$ cat src/output_divider_skew_control_cfg.svh
// constants for the output divider and skew block
// assumes inclusion by bare name from the package and the design modules
`ifndef OUTPUT_DIVIDER_SKEW_CONTROL_CFG_SVH
`define OUTPUT_DIVIDER_SKEW_CONTROL_CFG_SVH

// --------
// structure
// --------
`define ODS_DIV_PER_ENGINE 4
`define ODS_NUM_ENGINES 2
`define ODS_HALF_W 16
`define ODS_SKEW_W 8
`define ODS_FINE_W 4
`define ODS_RATIO_W 16
`define ODS_DCO_W 16
`define ODS_REF_SEL_W 2

// --------
// frequency ceilings per output kind, in hz
// --------
`define ODS_HS_CLK_HZ 40000000
`define ODS_FMAX_HP_DIFF_HZ 750000000
`define ODS_FMAX_HP_SE_HZ 177500000
`define ODS_FMAX_CFG_SE_HZ 160000000
`define ODS_FMAX_CFG_DIFF_HZ 350000000

// --------
// rate conversion ratios, reduced to fit 16 bits after x4
// --------
`define ODS_FB_255 16'h00ff
`define ODS_FWD_237 16'h00ed
`define ODS_FWD_238 16'h00ee
`define ODS_FB_66 16'h0021
`define ODS_FWD_64 16'h0020
`define ODS_FB_DBL 16'h20df
`define ODS_FWD_DBL_238 16'h1dc0
`define ODS_FWD_DBL_237 16'h1da0
`define ODS_FB_UNITY 16'h0001
`define ODS_FWD_UNITY 16'h0001

// --------
// reset values and forbidden feedback product
// --------
`define ODS_DCO_RST 16'h0000
`define ODS_FB_FORBIDDEN_PRODUCT 64'd65536000

`endif

$ cat src/output_divider_skew_control_pkg.sv
// types shared by the output divider and skew block
// assumes the cfg header is on the include path
`default_nettype none
`include "output_divider_skew_control_cfg.svh"

package output_divider_skew_control_pkg;

    // --------
    // output kind decides frequency ceiling and skew support
    // --------
    typedef enum logic [1:0] {
        KIND_HP_DIFF = 2'h0,
        KIND_HP_SE = 2'h1,
        KIND_CFG_BANK = 2'h2
    } out_kind_t;

    // rate conversion choices
    typedef enum logic [2:0] {
        RATE_NONE = 3'h0,
        RATE_255_237 = 3'h1,
        RATE_255_238 = 3'h2,
        RATE_66_64 = 3'h3,
        RATE_66_64_255_238 = 3'h4,
        RATE_66_64_255_237 = 3'h5
    } rate_sel_t;

    // optional x2 or x4 multiplication of the converted rate
    typedef enum logic [1:0] {
        MULT_X1 = 2'h0,
        MULT_X2 = 2'h1,
        MULT_X4 = 2'h2
    } rate_mult_t;

    // per divider configuration
    typedef struct packed {
        logic enable;
        out_kind_t kind;
        logic [`ODS_HALF_W-1:0] half;
        logic [`ODS_SKEW_W-1:0] skew;
        logic [`ODS_FINE_W-1:0] fine;
        logic stop_sw;
        logic stop_on_rise;
        logic stop_gpio_en;
    } div_cfg_t;

    // rate converter divider pair
    typedef struct packed {
        logic [`ODS_RATIO_W-1:0] fwd;
        logic [`ODS_RATIO_W-1:0] fb;
    } ratio_t;

endpackage
`default_nettype wire

$ cat src/ods_div_chan.sv
// one 50% duty divider channel with coarse skew and edge-selected stop
// assumes a synchronous reset release and same-clock control inputs
`timescale 1ns/1ps
`default_nettype none
`include "output_divider_skew_control_cfg.svh"

module ods_div_chan (
    // clock and reset
    input wire logic clk_i,
    input wire logic rst_n_i,
    // control
    input wire logic enable_i,
    input wire logic [`ODS_HALF_W-1:0] half_i,
    input wire logic [`ODS_SKEW_W-1:0] skew_i,
    input wire logic stop_i,
    input wire logic stop_on_rise_i,
    // output clock
    output logic clk_o,
    output logic stopped_o
);

    // --------
    // state
    // --------
    typedef enum logic [3:0] {
        ST_IDLE = 4'h1,
        ST_SKEW = 4'h2,
        ST_RUN = 4'h4,
        ST_STOP = 4'h8
    } chan_state_t;

    chan_state_t state_reg; // channel state
    chan_state_t state_next;
    logic [`ODS_HALF_W-1:0] cnt_reg; // half period counter
    logic [`ODS_SKEW_W-1:0] skew_reg; // coarse skew countdown
    logic out_reg; // output level

    // half boundary: counter wraps and level toggles here
    wire boundary = (cnt_reg >= half_i - 16'h0001);
    wire new_level = ~out_reg;
    // stop lands right after the chosen edge, so no runt pulse
    wire stop_here = stop_i && boundary && (new_level == stop_on_rise_i);

    // --------
    // next state
    // --------
    always_comb begin
        state_next = state_reg;
        case (state_reg)
            ST_IDLE: begin
                if (enable_i) state_next = ST_SKEW;
            end
            ST_SKEW: begin
                // coarse skew: one high speed period per step
                if (skew_reg == 8'h00) state_next = ST_RUN;
            end
            ST_RUN: begin
                if (stop_here) state_next = ST_STOP;
            end
            ST_STOP: begin
                // resume only on a whole half period boundary
                if (!stop_i && boundary) state_next = ST_RUN;
            end
            default: state_next = ST_IDLE;
        endcase
        if (!enable_i) state_next = ST_IDLE;
    end

    // --------
    // registers
    // --------
    always_ff @(posedge clk_i or negedge rst_n_i) begin
        if (!rst_n_i) begin
            state_reg <= ST_IDLE;
            cnt_reg <= 16'h0000;
            skew_reg <= 8'h00;
            out_reg <= 1'b0;
        end else begin
            state_reg <= state_next;
            // counter keeps running while stopped to keep phase
            if (state_reg == ST_RUN || state_reg == ST_STOP) begin
                cnt_reg <= boundary ? 16'h0000 : cnt_reg + 16'h0001;
            end else begin
                cnt_reg <= 16'h0000;
            end
            if (state_reg == ST_IDLE) begin
                skew_reg <= skew_i;
                out_reg <= 1'b0;
            end else if (state_reg == ST_SKEW) begin
                skew_reg <= skew_reg - 8'h01;
            end
            // equal halves give the 50% duty cycle
            if (boundary && (state_reg == ST_RUN || state_next == ST_RUN)) begin
                out_reg <= new_level;
            end
        end
    end

    assign clk_o = out_reg;
    assign stopped_o = (state_reg == ST_STOP);

endmodule // ods_div_chan
`default_nettype wire

$ cat src/output_divider_skew_control.sv
// top of the output divider, skew, dco trim and rate ratio block
// assumes mclk_i is the synthesizer clock; gpio stops arrive asynchronously
`timescale 1ns/1ps
`default_nettype none
`include "output_divider_skew_control_cfg.svh"

// Behaviour
// - four independent dividers per synthesis engine
// - differential dividers up to 750 MHz, 50% duty
// - single-ended limits 160 and 177.5 MHz
// - configurable bank differential limited to 350 MHz
// - coarse skew step equals one fast period
// - fine sub-period skew for single-ended outputs
// - stop on rising or falling edge
// - bank is four single ended or four differential, set per engine
// - dco trim only honoured while locked
// - one trim setting drives all active dcos
// - external feedback through reference 0 to 3
// - 255/237 scaling with x2 or x4
// - 66/64 optionally cascaded with 255/238 or 255/237
// - sixteen bit forward and feedback dividers
module output_divider_skew_control #(
    parameter int NUM_ENG = `ODS_NUM_ENGINES,
    parameter int DIV_PER_ENG = `ODS_DIV_PER_ENGINE,
    parameter longint HS_CLK_HZ = `ODS_HS_CLK_HZ
) (
    // clock and reset
    input wire logic mclk_i,
    input wire logic rst_n_i,
    // divider configuration and gpio stop pins
    input var output_divider_skew_control_pkg::div_cfg_t div_cfg_i [NUM_ENG*DIV_PER_ENG],
    input wire logic [NUM_ENG*DIV_PER_ENG-1:0] gpio_stop_i,
    input wire logic [1:0] bank_diff_i,
    // dco trim
    input wire logic locked_i,
    input wire logic dco_trim_we_i,
    input wire logic [`ODS_DCO_W-1:0] dco_trim_i,
    input wire logic [NUM_ENG-1:0] dco_active_i,
    // external feedback and rate conversion
    input wire logic fb_ext_en_i,
    input wire logic [`ODS_REF_SEL_W-1:0] fb_ref_sel_i,
    input wire logic [63:0] fb_product_i,
    input var output_divider_skew_control_pkg::rate_sel_t rate_sel_i,
    input var output_divider_skew_control_pkg::rate_mult_t rate_mult_i,
    // output clocks and status
    output logic [NUM_ENG*DIV_PER_ENG-1:0] clk_o,
    output logic [NUM_ENG*DIV_PER_ENG-1:0] clk_n_o,
    output logic [NUM_ENG*DIV_PER_ENG-1:0] stopped_o,
    output logic [NUM_ENG*DIV_PER_ENG*`ODS_FINE_W-1:0] fine_tap_o,
    output logic [NUM_ENG*DIV_PER_ENG-1:0] half_clamped_o,
    output logic [NUM_ENG*`ODS_DCO_W-1:0] dco_trim_o,
    output logic [3:0] fb_ref_onehot_o,
    output logic fb_forbidden_o,
    output output_divider_skew_control_pkg::ratio_t ratio_o
);

    localparam int NDIV = NUM_ENG * DIV_PER_ENG;

    // --------
    // minimum half period per kind: ceil(fclk / (2 * fmax)), at least 1
    // --------
    function automatic logic [`ODS_HALF_W-1:0] min_half(input longint fmax);
        longint q;
        q = (HS_CLK_HZ + 2 * fmax - 1) / (2 * fmax);
        if (q < 1) q = 1;
        return q[`ODS_HALF_W-1:0];
    endfunction

    localparam logic [`ODS_HALF_W-1:0] MIN_HP_DIFF = min_half(`ODS_FMAX_HP_DIFF_HZ);
    localparam logic [`ODS_HALF_W-1:0] MIN_HP_SE = min_half(`ODS_FMAX_HP_SE_HZ);
    localparam logic [`ODS_HALF_W-1:0] MIN_CFG_SE = min_half(`ODS_FMAX_CFG_SE_HZ);
    localparam logic [`ODS_HALF_W-1:0] MIN_CFG_DIFF = min_half(`ODS_FMAX_CFG_DIFF_HZ);

    // --------
    // reset release through two flops
    // --------
    logic [1:0] rst_sync_reg; // reset release chain
    logic rst_n; // synchronised reset for the whole block

    always_ff @(posedge mclk_i or negedge rst_n_i) begin
        if (!rst_n_i) rst_sync_reg <= 2'b00;
        else rst_sync_reg <= {rst_sync_reg[0], 1'b1};
    end
    assign rst_n = rst_sync_reg[1];

    // --------
    // divider channels
    // --------
    genvar gi;
    generate
        for (gi = 0; gi < NDIV; gi++) begin : g_chan
            // bank index: cfg banks split across the two engines
            localparam int BANK = (gi / DIV_PER_ENG) % 2;
            logic [2:0] gpio_sync_reg; // three flop input chain
            logic gpio_stop_reg; // accepted level, stage 2 and 3 agree
            logic [`ODS_HALF_W-1:0] floor_half; // per-kind lowest half
            logic [`ODS_HALF_W-1:0] eff_half; // clamped half period
            logic is_se; // single ended path
            logic bank_diff; // bank running differential
            logic stop_req; // combined software and gpio stop
            logic [`ODS_FINE_W-1:0] fine_reg; // fine delay tap
            logic chan_clk; // divider output

            always_ff @(posedge mclk_i or negedge rst_n) begin
                if (!rst_n) begin
                    gpio_sync_reg <= 3'b000;
                    gpio_stop_reg <= 1'b0;
                end else begin
                    gpio_sync_reg <= {gpio_sync_reg[1:0], gpio_stop_i[gi]};
                    // first flop is read by the second only
                    if (gpio_sync_reg[1] == gpio_sync_reg[2]) begin
                        gpio_stop_reg <= gpio_sync_reg[2];
                    end
                end
            end

            assign bank_diff = (div_cfg_i[gi].kind == output_divider_skew_control_pkg::KIND_CFG_BANK)
                && bank_diff_i[BANK];
            assign is_se = (div_cfg_i[gi].kind != output_divider_skew_control_pkg::KIND_HP_DIFF)
                && !bank_diff;
            // frequency ceiling per kind, enforced as a half period floor
            assign floor_half =
                (div_cfg_i[gi].kind == output_divider_skew_control_pkg::KIND_HP_DIFF) ? MIN_HP_DIFF :
                (div_cfg_i[gi].kind == output_divider_skew_control_pkg::KIND_HP_SE) ? MIN_HP_SE :
                bank_diff ? MIN_CFG_DIFF : MIN_CFG_SE;
            assign eff_half = (div_cfg_i[gi].half < floor_half) ? floor_half : div_cfg_i[gi].half;
            // skew and stop belong to single ended outputs only
            assign stop_req = is_se && (div_cfg_i[gi].stop_sw
                || (div_cfg_i[gi].stop_gpio_en && gpio_stop_reg));

            ods_div_chan u_chan (
                .clk_i(mclk_i),
                .rst_n_i(rst_n),
                .enable_i(div_cfg_i[gi].enable),
                .half_i(eff_half),
                .skew_i(is_se ? div_cfg_i[gi].skew : 8'h00),
                .stop_i(stop_req),
                .stop_on_rise_i(div_cfg_i[gi].stop_on_rise),
                .clk_o(chan_clk),
                .stopped_o(stopped_o[gi])
            );

            // fine tap drives the analog delay line of the output
            always_ff @(posedge mclk_i or negedge rst_n) begin
                if (!rst_n) fine_reg <= 4'h0;
                else fine_reg <= is_se ? div_cfg_i[gi].fine : 4'h0;
            end

            assign clk_o[gi] = chan_clk;
            // differential pairs carry the inverse on the n leg
            assign clk_n_o[gi] = is_se ? 1'b0 : ~chan_clk;
            assign fine_tap_o[gi*`ODS_FINE_W +: `ODS_FINE_W] = fine_reg;
            assign half_clamped_o[gi] = (div_cfg_i[gi].half < floor_half);
        end
    endgenerate

    // --------
    // dco centre trim, one setting shared, accepted only when locked
    // --------
    logic [`ODS_DCO_W-1:0] dco_trim_reg; // shared trim value
    wire dco_take = dco_trim_we_i && locked_i;

    always_ff @(posedge mclk_i or negedge rst_n) begin
        if (!rst_n) dco_trim_reg <= `ODS_DCO_RST;
        else if (dco_take) dco_trim_reg <= dco_trim_i;
    end

    generate
        for (gi = 0; gi < NUM_ENG; gi++) begin : g_dco
            // inactive dcos get zero so they keep their own centre
            assign dco_trim_o[gi*`ODS_DCO_W +: `ODS_DCO_W] =
                dco_active_i[gi] ? dco_trim_reg : `ODS_DCO_RST;
        end
    endgenerate

    // --------
    // external feedback reference select
    // --------
    logic [3:0] fb_ref_reg; // one-hot feedback reference
    // flag only: software owns the check, hardware reports it
    assign fb_forbidden_o = fb_ext_en_i && (fb_product_i == `ODS_FB_FORBIDDEN_PRODUCT);

    always_ff @(posedge mclk_i or negedge rst_n) begin
        if (!rst_n) fb_ref_reg <= 4'h0;
        else fb_ref_reg <= fb_ext_en_i ? (4'h1 << fb_ref_sel_i) : 4'h0;
    end
    assign fb_ref_onehot_o = fb_ref_reg;

    // --------
    // rate converter ratio, fractions reduced so x4 fits 16 bits
    // --------
    output_divider_skew_control_pkg::ratio_t base_ratio; // before x2/x4
    output_divider_skew_control_pkg::ratio_t ratio_reg; // registered ratio

    always_comb begin
        case (rate_sel_i)
            output_divider_skew_control_pkg::RATE_255_237:
                base_ratio = '{fwd: `ODS_FWD_237, fb: `ODS_FB_255};
            output_divider_skew_control_pkg::RATE_255_238:
                base_ratio = '{fwd: `ODS_FWD_238, fb: `ODS_FB_255};
            output_divider_skew_control_pkg::RATE_66_64:
                base_ratio = '{fwd: `ODS_FWD_64, fb: `ODS_FB_66};
            output_divider_skew_control_pkg::RATE_66_64_255_238:
                base_ratio = '{fwd: `ODS_FWD_DBL_238, fb: `ODS_FB_DBL};
            output_divider_skew_control_pkg::RATE_66_64_255_237:
                base_ratio = '{fwd: `ODS_FWD_DBL_237, fb: `ODS_FB_DBL};
            default:
                base_ratio = '{fwd: `ODS_FWD_UNITY, fb: `ODS_FB_UNITY};
        endcase
    end

    always_ff @(posedge mclk_i or negedge rst_n) begin
        if (!rst_n) begin
            ratio_reg <= '{fwd: `ODS_FWD_UNITY, fb: `ODS_FB_UNITY};
        end else begin
            ratio_reg.fwd <= base_ratio.fwd;
            case (rate_mult_i)
                output_divider_skew_control_pkg::MULT_X2: ratio_reg.fb <= base_ratio.fb << 1;
                output_divider_skew_control_pkg::MULT_X4: ratio_reg.fb <= base_ratio.fb << 2;
                default: ratio_reg.fb <= base_ratio.fb;
            endcase
        end
    end
    assign ratio_o = ratio_reg;

endmodule // output_divider_skew_control
`default_nettype wire

$ cat config.mk
export PLATFORM = sky130hd
export DESIGN_NAME = output_divider_skew_control
export DESIGN_NICKNAME = d
export VERILOG_FILES = /design/src/output_divider_skew_control_pkg.sv /design/src/ods_div_chan.sv /design/src/output_divider_skew_control.sv
export VERILOG_INCLUDE_DIRS = /design/src
export SDC_FILE = /design/constraint.sdc
export NUM_CORES = 1
export LEC_CHECK = 0
export ABC_AREA = 1
export ABC_CLOCK_PERIOD_IN_PS = 27600
export BUFFER_PORTS_ARGS = -buffer_cell sky130_fd_sc_hd__buf_2
export CAP_MARGIN = 20
export CORE_MARGIN = 2
export CORE_UTILIZATION = 60
export CTS_CLUSTER_DIAMETER = 80
export DETAILED_ROUTE_END_ITERATION = 6
export PLACE_DENSITY = 0.93
export SLEW_MARGIN = 5
export SYNTH_ARGS = -nofsm -noshare
export SYNTH_HDL_FRONTEND = slang
export SYNTH_SLANG_ARGS = --single-unit
export TNS_END_PERCENT = 20
$ cat constraint.sdc
create_clock -name mclk_i -period 27.6 [get_ports mclk_i]
set_input_delay 2.76 -clock mclk_i [delete_from_list [all_inputs] [get_ports mclk_i]]
set_output_delay 2.76 -clock mclk_i [all_outputs]
set_load 0.02 [all_outputs]
==> results of run 1 <==
-- cell usage after synthesis, drive strengths merged --
master	n
o21bai	1
a32oi	2
nand3	139
nor3b	13
or2	20
nor4	24
o31ai	2
o22ai	9
and3	2
dfrtp	326
a32o	2
dfstp	10
nand3b	1
xnor2	68
buf	38
a221oi	15
clkinv	6
a21oi	179
xor2	104
a31o	5
a211oi	12
or4	2
mux2	16
nor4b	7
o311ai	1
nor2	413
nor3	109
clkbuf	14
a31oi	23
conb	2
nand2	458
ha	162
o21ai	75
a21o	9
inv	452
maj3	8
a22oi	20
o211ai	10
nand4	34
-- cell families after synthesis --
logic type / after synthesis / synth area share (%)
flip-flops: 336 / 38.1
other: 2 / 0.0340
multiplexers: 16 / 0.815
XOR/XNOR: 172 / 6.82
adder cells (fa/ha/maj): 170 / 9.53
AO/OA/AOI/OAI: 365 / 9.80
AND/OR/NAND/NOR: 1222 / 25.7
buffers and inverters: 510 / 9.23
-- cell usage in the layout (no fill, tap or decap), types with 24 or more instances in the layout --
master     instances
inv_1            420
inv_2             31
clkbuf_16         41
buf_2            500
dfrtp_1          325
nor2_2            40
o21ai_0           65
nor3_1            89
nand4_1           34
xnor2_1           68
nand3_2           24
ha_1             162
nor2_1           370
a21oi_1          171
xor2_1           104
nand3_1          115
nand2_1          453
-- stage by stage --
step                      cell area, um2  util, %  hold WS [ns]  worst slack, ns  std cells
after floorplan                    22100        -         0.331            17.56       2800
after global placement             24900     68.5         0.332            20.65       3721
after detailed placement           24900     68.5         0.336            20.66       3721
after CTS                          26200     71.8         0.348            20.64       3787
after global routing               26200     72.0         0.355            20.54       3803
final                              26200     72.0         0.345            20.63       3807
-- report_power, final --
| part | switching, mW | internal (mW) |
|---|---|---|
| registers | 0.0495 | 0.556 |
| logic | 0.242 | 0.141 |
| clock network | 0.202 | 0.293 |
| total | 0.493 | 0.991 |
-- layout make-up --
cell class / instances / share of cell area [%]
timing repair buffer: 506 / 9.79
sequential: 336 / 32.1
multi-input combinational: 1954 / 44.5
clock inverter: 10 / 0.301
clock buffer: 56 / 4.32
inverter: 458 / 6.56
antenna: 19 / 0.181
tap: 468 / 2.23
-- metal layers --
layer | global-route usage, % | part of all wire (%) | routed length (um)
met1 | 33.3 | 38 | 22000
met2 | 52.6 | 49 | 28600
met3 | 5.64 | 6.4 | 3690
met4 | 17.5 | 6.1 | 3560
met5 | 0 | 0.022 | 13
-- worst max path at each step --
stage                           from         endpoint  slack (ns)  depth (start not counted)
floorplan            rst_sync_reg[1]  dco_trim_reg[0]       17.56                          0
global placement    fb_product_i[36]   fb_forbidden_o       20.65                          7
detailed placement  fb_product_i[36]   fb_forbidden_o       20.66                          7
CTS                 fb_product_i[36]   fb_forbidden_o       20.64                          7
global route        fb_product_i[40]   fb_forbidden_o       20.54                          7
finish              fb_product_i[36]   fb_forbidden_o       20.63                          7
==> impl_metrics.ini, run 1 <==
[yosys]
synth.top_cells.by_area = dfrtp_1 (37%), ha_1 (9.2%), nand2_1 (7.7%), inv_1 (7.1%), nor2_1 (6.3%)
yosys_warnings = 0
ys_seq_area_share_pct = 38.1
synth-seq-cells = 336
synth_cells = 2793
synth_area_leader_cell = dfrtp_1
avgSynthCellArea_um2 = 7.91
ys_types = 58
syn_area_mm2 = 0.0221
synth_top_area_share_pct = 36.9

[sta]
min_period_ns = 6.97
period_share_pct = 25.2
finClkSkew_ns = 0.0121
hold_viol_final = 0
fmax_mhz = 144
fin_setup_tns_ns = 0
tightest_slew_ns = 0.921
relSlewSlack_pct = 38.6
maxSlewViolCount = 0
setup_viol = 0
rsz0062_at_grt = no

[critical_path]
cp.required_ns = 24.84
max_stage_delay_ns = 0.36
worstReg2RegStart = rst_sync_reg[1]
crit_slowest_cell = nor4_1
cp-start-kind = input port
r2r_cells = 2
path_cells = buf_2, nor4_1, nand4_1, nor4_1, nand4_1, nor2_1, buf_2
cp.buffers_inverters = 2
worstPathArrival_ns = 4.21
end_kind = output port
r2r_slack_ns = 24.82
r2r_end = g_chan[3].u_chan.skew_reg[0]
crit_family = simple AND/OR/NAND/NOR gates
path_class = in -> out
cp_max_fo = 1

[clocking]
h-tree-depth = 2
cts_resized = 0
clk_pin_slew_ns = 0.05
numClockSinks = 336
clockBufferDepth = 3
clock_latency_ns = 0.52
holdBufCountCts = 0
cts_tree = yes
cts-root-buf = clkbuf_16
postCtsSetupBuffers = 0
cts_made_buffers = 39

[drt]
drc = 0
wl_per_cell_um = 15.2
antenna_left = 0
dr.pass1.iters = 5
drtIter0Drc = 1142
vias = 20608
wirelength_um = 57900
post_drt_via_cell_ratio = 5.41

[final_layout]
fillers = 2675
nets = 3833
area_growth_pct = 18.7
regArea_mm2 = 0.00842
drive_above_1_share_pct = 22.7
multi_input_area_mm2 = 0.0117
largest_reg_flops = 128

[place]
dpl.hpwl_um = 44200
place.gp.congestion = 0.988
numPortBuffers = 500

[hold_path]
hold_class = reg -> reg
min_to = rst_sync_reg[1]
min_path_cells = 0
min_from = rst_sync_reg[0]

[power]
cellLeakagePower_nw = 13.7
ir_drop_mv = 0.0506
p_per_area_mw_per_mm2 = 56.6
power_mw = 1.48

[floorplanning]
core_mm2 = 0.0364
die_h_um = 196
num_rows = 70
io_pins = 509
start_util_pct = 60.7
dieArea_mm2 = 0.0384
fp.dieW_um = 196

[global_route]
antenna_found_initial = 17
grt_pass1_wl_um = 93200
overflow = 0
grt_max_degree = 81
grt_use_total_pct = 29.7
grt_pass1_vias = 20001

[run]
maxCapViolCount = 0

[outcome]
status = finished clean
Note: power is estimated with default switching activity, not from simulation.
==> run 2: changes to the inputs <==
--- a/config.mk
+++ b/config.mk
@@ -7,14 +7,14 @@
 export NUM_CORES = 1
 export LEC_CHECK = 0
 export ABC_AREA = 1
-export ABC_CLOCK_PERIOD_IN_PS = 27600
+export ABC_CLOCK_PERIOD_IN_PS = 7100
 export BUFFER_PORTS_ARGS = -buffer_cell sky130_fd_sc_hd__buf_2
 export CAP_MARGIN = 20
 export CORE_MARGIN = 2
-export CORE_UTILIZATION = 60
+export CORE_UTILIZATION = 55
 export CTS_CLUSTER_DIAMETER = 80
 export DETAILED_ROUTE_END_ITERATION = 6
-export PLACE_DENSITY = 0.93
+export PLACE_DENSITY = 0.86
 export SLEW_MARGIN = 5
 export SYNTH_ARGS = -nofsm -noshare
 export SYNTH_HDL_FRONTEND = slang
==> constraint.sdc (replaced) <==
create_clock -name mclk_i -period 7.1 [get_ports mclk_i]
set_input_delay 0.71 -clock mclk_i [delete_from_list [all_inputs] [get_ports mclk_i]]
set_output_delay 0.71 -clock mclk_i [all_outputs]
set_load 0.02 [all_outputs]
==> run 2 against run 1 <==
Total power rose to 4.0 times the previous value. First-iteration DRC count shrank 2.4%. Cell count increased by 1.6%. Worst hold slack lost 0.099 ns. Final area rose by 0.60%. Highest routed layer unchanged.
==> impl_metrics.ini, run 2 (same netlist as run 1, synthesis figures left out) <==
[outcome]
status = finished clean

[power]
power.share.clock_pct = 35.0
p_int_mw = 3.94
p_seq_share_pct = 40.1
cellLeakagePower_nw = 13.7
p_comb_share_pct = 24.9
p_per_area_mw_per_mm2 = 223
p_switching_mw = 1.95
ir_drop_mv = 0.183
power_mw = 5.89
sw_frac_of_total_pct = 33.2

[critical_path]
cp_max_fo = 16
worstPathArrival_ns = 4.30
timing.critical_path.mode_cell = nand2_1
max_stage_delay_ns = 0.36
cp-start-kind = input port
path_cells = buf_2, nor2_1, nand2_1, nor2_1, nand2_1, inv_2, or2_2, inv_1, ha_1, nand2_1, nor4_2, nand2_1, nor3_1, xor2_1, inv_1, ha_1, nand2_1, o21ai_0, a21oi_1, nand2_1, inv_1, nand2_1, a211oi_1
end_kind = register
crit_slowest_cell = a211oi_1
path_class = in -> reg
cp.required_ns = 7.55

[place]
dpl.hpwl_um = 44900
numPortBuffers = 500
place.gp.congestion = 0.964

[global_route]
grt_pass1_vias = 19587
overflow = 0
antenna_found_initial = 18
grt_max_degree = 151
grt_pass1_wl_um = 92800
grt_use_total_pct = 27.6

[drt]
drc = 0
antenna_left = 0
dr.pass1.iters = 5
post_drt_via_cell_ratio = 5.23
vias = 20247
wirelength_um = 58400
drtIter0Drc = 1115
wl_per_cell_um = 15.1

[sta]
rsz0062_at_grt = no
fmax_mhz = 260
maxSlewViolCount = 0
setup_viol = 0
fin_setup_tns_ns = 0
min_period_ns = 3.85
period_share_pct = 54.2
finClkSkew_ns = 0.0180
relSlewSlack_pct = 31.1
tightest_slew_ns = 1.02
hold_viol_final = 0

[final_layout]
layout_common_cells = buf_2 (500), nand2_1 (453), inv_1 (420), nor2_1 (370), dfrtp_1 (325)
drive_above_1_share_pct = 22.9
fillers = 3279
largest_reg_flops = 128
regArea_mm2 = 0.00842
multi_input_area_mm2 = 0.0117
final_common_cell = buf_2
nets = 3833
area_growth_pct = 19.4

[floorplanning]
die_h_um = 204
dieArea_mm2 = 0.0418
start_util_pct = 55.6
fp.dieW_um = 204
core_mm2 = 0.0397
io_pins = 509
num_rows = 73

[clocking]
h-tree-depth = 2
cts-root-buf = clkbuf_16
clockBufferDepth = 3
clk_pin_slew_ns = 0.06
clock_latency_ns = 0.57
cts_tree = yes
cts_made_buffers = 41
postCtsSetupBuffers = 0
numClockSinks = 336

[hold_path]
hold_class = in -> reg

[run]
maxCapViolCount = 0
==> run 2: final timing paths <==
| path | startpoint | to | slack, ns | cells after the start |
|---|---|---|---|---|
| hold / removal | gpio_stop_i[5] | g_chan[5].gpio_sync_reg[0] | 0.25 | 1 |
| setup reg to reg | g_chan[1].u_chan.cnt_reg[7] | g_chan[1].u_chan.cnt_reg[14] | 4.81 | 10 |
| min in group asynchronous | rst_sync_reg[1] | g_chan[5].gpio_sync_reg[2] | 0.46 | 0 |
| hold reg to reg | rst_sync_reg[0] | rst_sync_reg[1] | 0.35 | 0 |
| setup / recovery | div_cfg_i[231] | g_chan[1].u_chan.cnt_reg[14] | 3.25 | 23 |
| max in group asynchronous | rst_sync_reg[1] | g_chan[3].u_chan.cnt_reg[2] | 5.22 | 1 |
==> run 2: routing by layer <==
| metal | track usage [%] | vias up | wire (um) | part of all wire (%) |
|---|---|---|---|---|
| met5 | 0 | - | 46 | 0.079 |
| met4 | 16.1 | 8 | 3530 | 6.1 |
| met3 | 6.04 | 194 | 3790 | 6.5 |
| met2 | 49.0 | 716 | 28800 | 49 |
| met1 | 30.3 | 9242 | 22300 | 38 |
| li1 | - | 10087 | - | - |
==> run 2: through the flow <==
stage          utilization (%)  hold slack (ns)  std cells  setup slack [ns]  instance area, um2
3_3_place_gp              62.9            0.332       3776              2.85               25000
4_1_cts                   66.3            0.206       3853              3.29               26300
6_report                  66.4            0.246       3868              3.25               26400
3_5_place_dp              62.9            0.336       3776              2.75               25000
5_1_grt                   66.4            0.217       3868              2.84               26400
2_1_floorplan                -            0.331       2800              1.62               22100
==> run 2: power groups by stage <==
stage / sequential (mW) / combinational (mW) / clock [mW]
after global placement: 2.38 / 1.40 / 0
after CTS: 2.36 / 1.45 / 2.11
after detailed placement: 2.38 / 1.43 / 0
after floorplan: 2.38 / 0.994 / 0
final: 2.36 / 1.47 / 2.06
after global routing: 2.39 / 1.65 / 2.20
==> run 2: area by class of cell <==
cell class                      count  share of cell area [%]
Multi-Input combinational cell   1954                    44.2
Sequential cell                   336                    31.9
Timing Repair Buffer              504                    9.66
Inverter                          458                    6.53
Clock buffer                       58                    4.44
Tap cell                          525                    2.49
Clock inverter                     18                   0.588
Antenna cell                       15                   0.142
==> run 2: repair_timing <==
item	in CTS	in global routing
gates resized for setup	0	0
hold buffers	1	0
endpoints found under the hold margin	2	0
==> run 2: worst max-delay path, delay by kind of cell <==
kind / cells / cell delay, ns
buffers and inverters: 5 / 0.42
AND/OR/NAND/NOR: 12 / 1.93
XOR/XNOR: 1 / 0.17
AO/OA/AOI/OAI: 3 / 0.60
adder cells (fa/ha/maj): 2 / 0.46
==> run 3: changes to the inputs <==
--- a/config.mk
+++ b/config.mk
@@ -7,7 +7,7 @@
 export NUM_CORES = 1
 export LEC_CHECK = 0
 export ABC_AREA = 1
-export ABC_CLOCK_PERIOD_IN_PS = 7100
+export ABC_CLOCK_PERIOD_IN_PS = 3740
 export BUFFER_PORTS_ARGS = -buffer_cell sky130_fd_sc_hd__buf_2
 export CAP_MARGIN = 20
 export CORE_MARGIN = 2
==> constraint.sdc (replaced) <==
create_clock -name mclk_i -period 3.74 [get_ports mclk_i]
set_input_delay 0.374 -clock mclk_i [delete_from_list [all_inputs] [get_ports mclk_i]]
set_output_delay 0.374 -clock mclk_i [all_outputs]
set_load 0.02 [all_outputs]
==> run 3 against run 2 <==
The flow now finishes with violations (DRC). Wire length fell by 0.19%. Non-clock buffer count is 27 higher. Critical path depth grew 1. Cell count is 0.59% higher. Largest cell class unchanged. Sequential power grew 89%. Critical path type unchanged. First-iteration DRC count is 7.2% lower.
==> impl_metrics.ini, run 3 (same netlist as run 1, synthesis figures left out) <==
[outcome]
status = finished with violations
violations = DRC

[floorplanning]
start_util_pct = 55.6
dieArea_mm2 = 0.0418
core_mm2 = 0.0397
fp.dieW_um = 204
die_h_um = 204
io_pins = 509
num_rows = 73

[clocking]
clock_latency_ns = 0.54
clockBufferDepth = 3
cts-root-buf = clkbuf_16
cts_made_buffers = 39
clk_pin_slew_ns = 0.06
postCtsSetupBuffers = 0
cts_tree = yes
numClockSinks = 336
h-tree-depth = 2
cts_resized = 0

[final_layout]
final_common_cell = buf_2
design_area_mm2 = 0.0268
nets = 3858
stdcell_count = 3891
area_growth_pct = 21.1
layout_common_cells = buf_2 (500), nand2_1 (453), inv_1 (420), nor2_1 (370), dfrtp_1 (325)
largest_reg_flops = 128
fin_util_pct = 67.4
fillers = 3176
drive_above_1_share_pct = 23.2

[hold_path]
min_path_cells = 2
min_to = g_chan[5].u_chan.state_reg[0]
hold_class = in -> reg
min_from = div_cfg_i[101]

[critical_path]
cp.required_ns = 4.18
path_cells = buf_2, nor3_1, inv_1, nor3_1, nand2_1, inv_2, or2_2, inv_1, ha_1, nand2_1, nor4_2, nand2_1, nor3_1, xor2_1, inv_1, ha_1, nand2_1, o21ai_0, a21oi_1, nand2_1, inv_1, nand2_1, buf_12, nor3b_1
r2r_end = g_chan[6].u_chan.clk_o
cp-start-kind = input port
cp_max_fo = 16
max_stage_delay_ns = 0.32
path_class = in -> reg
worstPathArrival_ns = 3.82
end_kind = register
r2r_cells = 13
worstReg2RegStart = g_chan[6].u_chan.cnt_reg[11]
timing.critical_path.mode_cell = nand2_1
crit_slowest_cell = nor4_2
r2r_slack_ns = 1.53

[global_route]
grt_pass1_vias = 20343
antenna_found_initial = 17
grt_pass1_wl_um = 94500
overflow = 0
grt_max_degree = 112
grt_use_total_pct = 27.9

[sta]
period_share_pct = 90.5
fin_hold_ws_ns = 0.0350
fmax_mhz = 295
setup_viol = 0
min_period_ns = 3.39
finClkSkew_ns = 0.0147
hold_viol_final = 0
rsz0062_at_grt = no
maxSlewViolCount = 0
relSlewSlack_pct = 42.1
tightest_slew_ns = 0.865

[drt]
vias = 20580
drc = 1
dr.pass1.iters = 7
wl_per_cell_um = 15.0
wirelength_um = 58300
drtIter0Drc = 1035
antenna_left = 0
post_drt_via_cell_ratio = 5.29

[place]
placedCellCount = 3789
placed_area_mm2 = 0.0251
dpl.hpwl_um = 45100
numPortBuffers = 500
place.gp.congestion = 0.967

[run]
maxCapViolCount = 0

[power]
cellLeakagePower_nw = 13.9
p_per_area_mw_per_mm2 = 430
ir_drop_mv = 0.338
-- run 3: cell count changes in the layout (fill, tap and decap cells not counted), moves of 3 or more --
cell | previous run | this run
dlygate4sd3_1 | 1 | 15
clkbuf_8 | 4 | 8
clkinvlp_4 | 2 | 5
clkbuf_1 | 11 | 4
clkinv_2 | 12 | 4
bufinv_16 | 2 | 7
buf_12 | 1 | 4
buf_4 | 2 | 12
-- run 3: worst max-delay path: cells and delay by family --
kind / cells / cell delay, ns
xor+xnor: 1 / 0.17
buf+inv: 7 / 0.70
simple gates: 12 / 1.88
compound gates: 2 / 0.22
fa+ha+maj: 2 / 0.46
-- run 3: cell type report --
class	instances	area [um2]	share of cell area, %
multi-input cells	1954	11700	43.6
diodes	16	40.0	0.150
clock buffers	53	1150	4.30
clock inverters	18	285	1.07
inverters	458	1720	6.43
well taps	525	657	2.45
flip-flops and latches	336	8420	31.5
repair buffers	531	2820	10.5
-- run 3: worst max path at each step --
stage | end | depth (start not counted) | startpoint
CTS | g_chan[1].u_chan.cnt_reg[7] | 24 | div_cfg_i[221]
finish | g_chan[1].u_chan.cnt_reg[7] | 24 | div_cfg_i[221]
floorplan | g_chan[1].u_chan.cnt_reg[10] | 23 | div_cfg_i[223]
global route | g_chan[1].u_chan.cnt_reg[7] | 24 | div_cfg_i[221]
detailed placement | g_chan[1].u_chan.clk_o | 29 | div_cfg_i[221]
global placement | g_chan[1].u_chan.clk_o | 29 | div_cfg_i[231]
-- run 3: what timing repair did --
item,in CTS,in global routing
hold buffers,15,0
endpoints found under the setup margin,0,0
hold endpoints to repair,17,0
-- run 3: per-layer routing --
layer | global-route usage, % | routed length [um] | up-vias
li1 | - | - | 10133
met1 | 30.2 | 22000 | 9484
met2 | 49.3 | 28600 | 724
met3 | 5.36 | 3530 | 235
met4 | 19.3 | 4090 | 4
met5 | 0 | 27 | -
-- run 3: report_power, final --
| part | internal, mW | switching [mW] | total [mW] | leakage (nW) |
|---|---|---|---|---|
| sequential | 4.11 | 0.364 | 4.47 | 4.37 |
| combinational | 1.05 | 1.77 | 2.82 | 8.84 |
| clock | 2.65 | 1.57 | 4.22 | 0.691 |
| total | 7.80 | 3.70 | 11.5 | 13.9 |
-- run 3: per-stage QoR --
| step | TNS (ns) | total power [mW] | setup WS, ns |
|---|---|---|---|
| floorplan | 0 | 6.41 | 0.351 |
| detailed placement | -0.0601 | 7.26 | -0.0601 |
| global route | 0 | 12.2 | 0.0219 |
| CTS | 0 | 11.5 | 0.409 |
| finish | 0 | 11.5 | 0.354 |
| global placement | 0 | 7.17 | 0.102 |
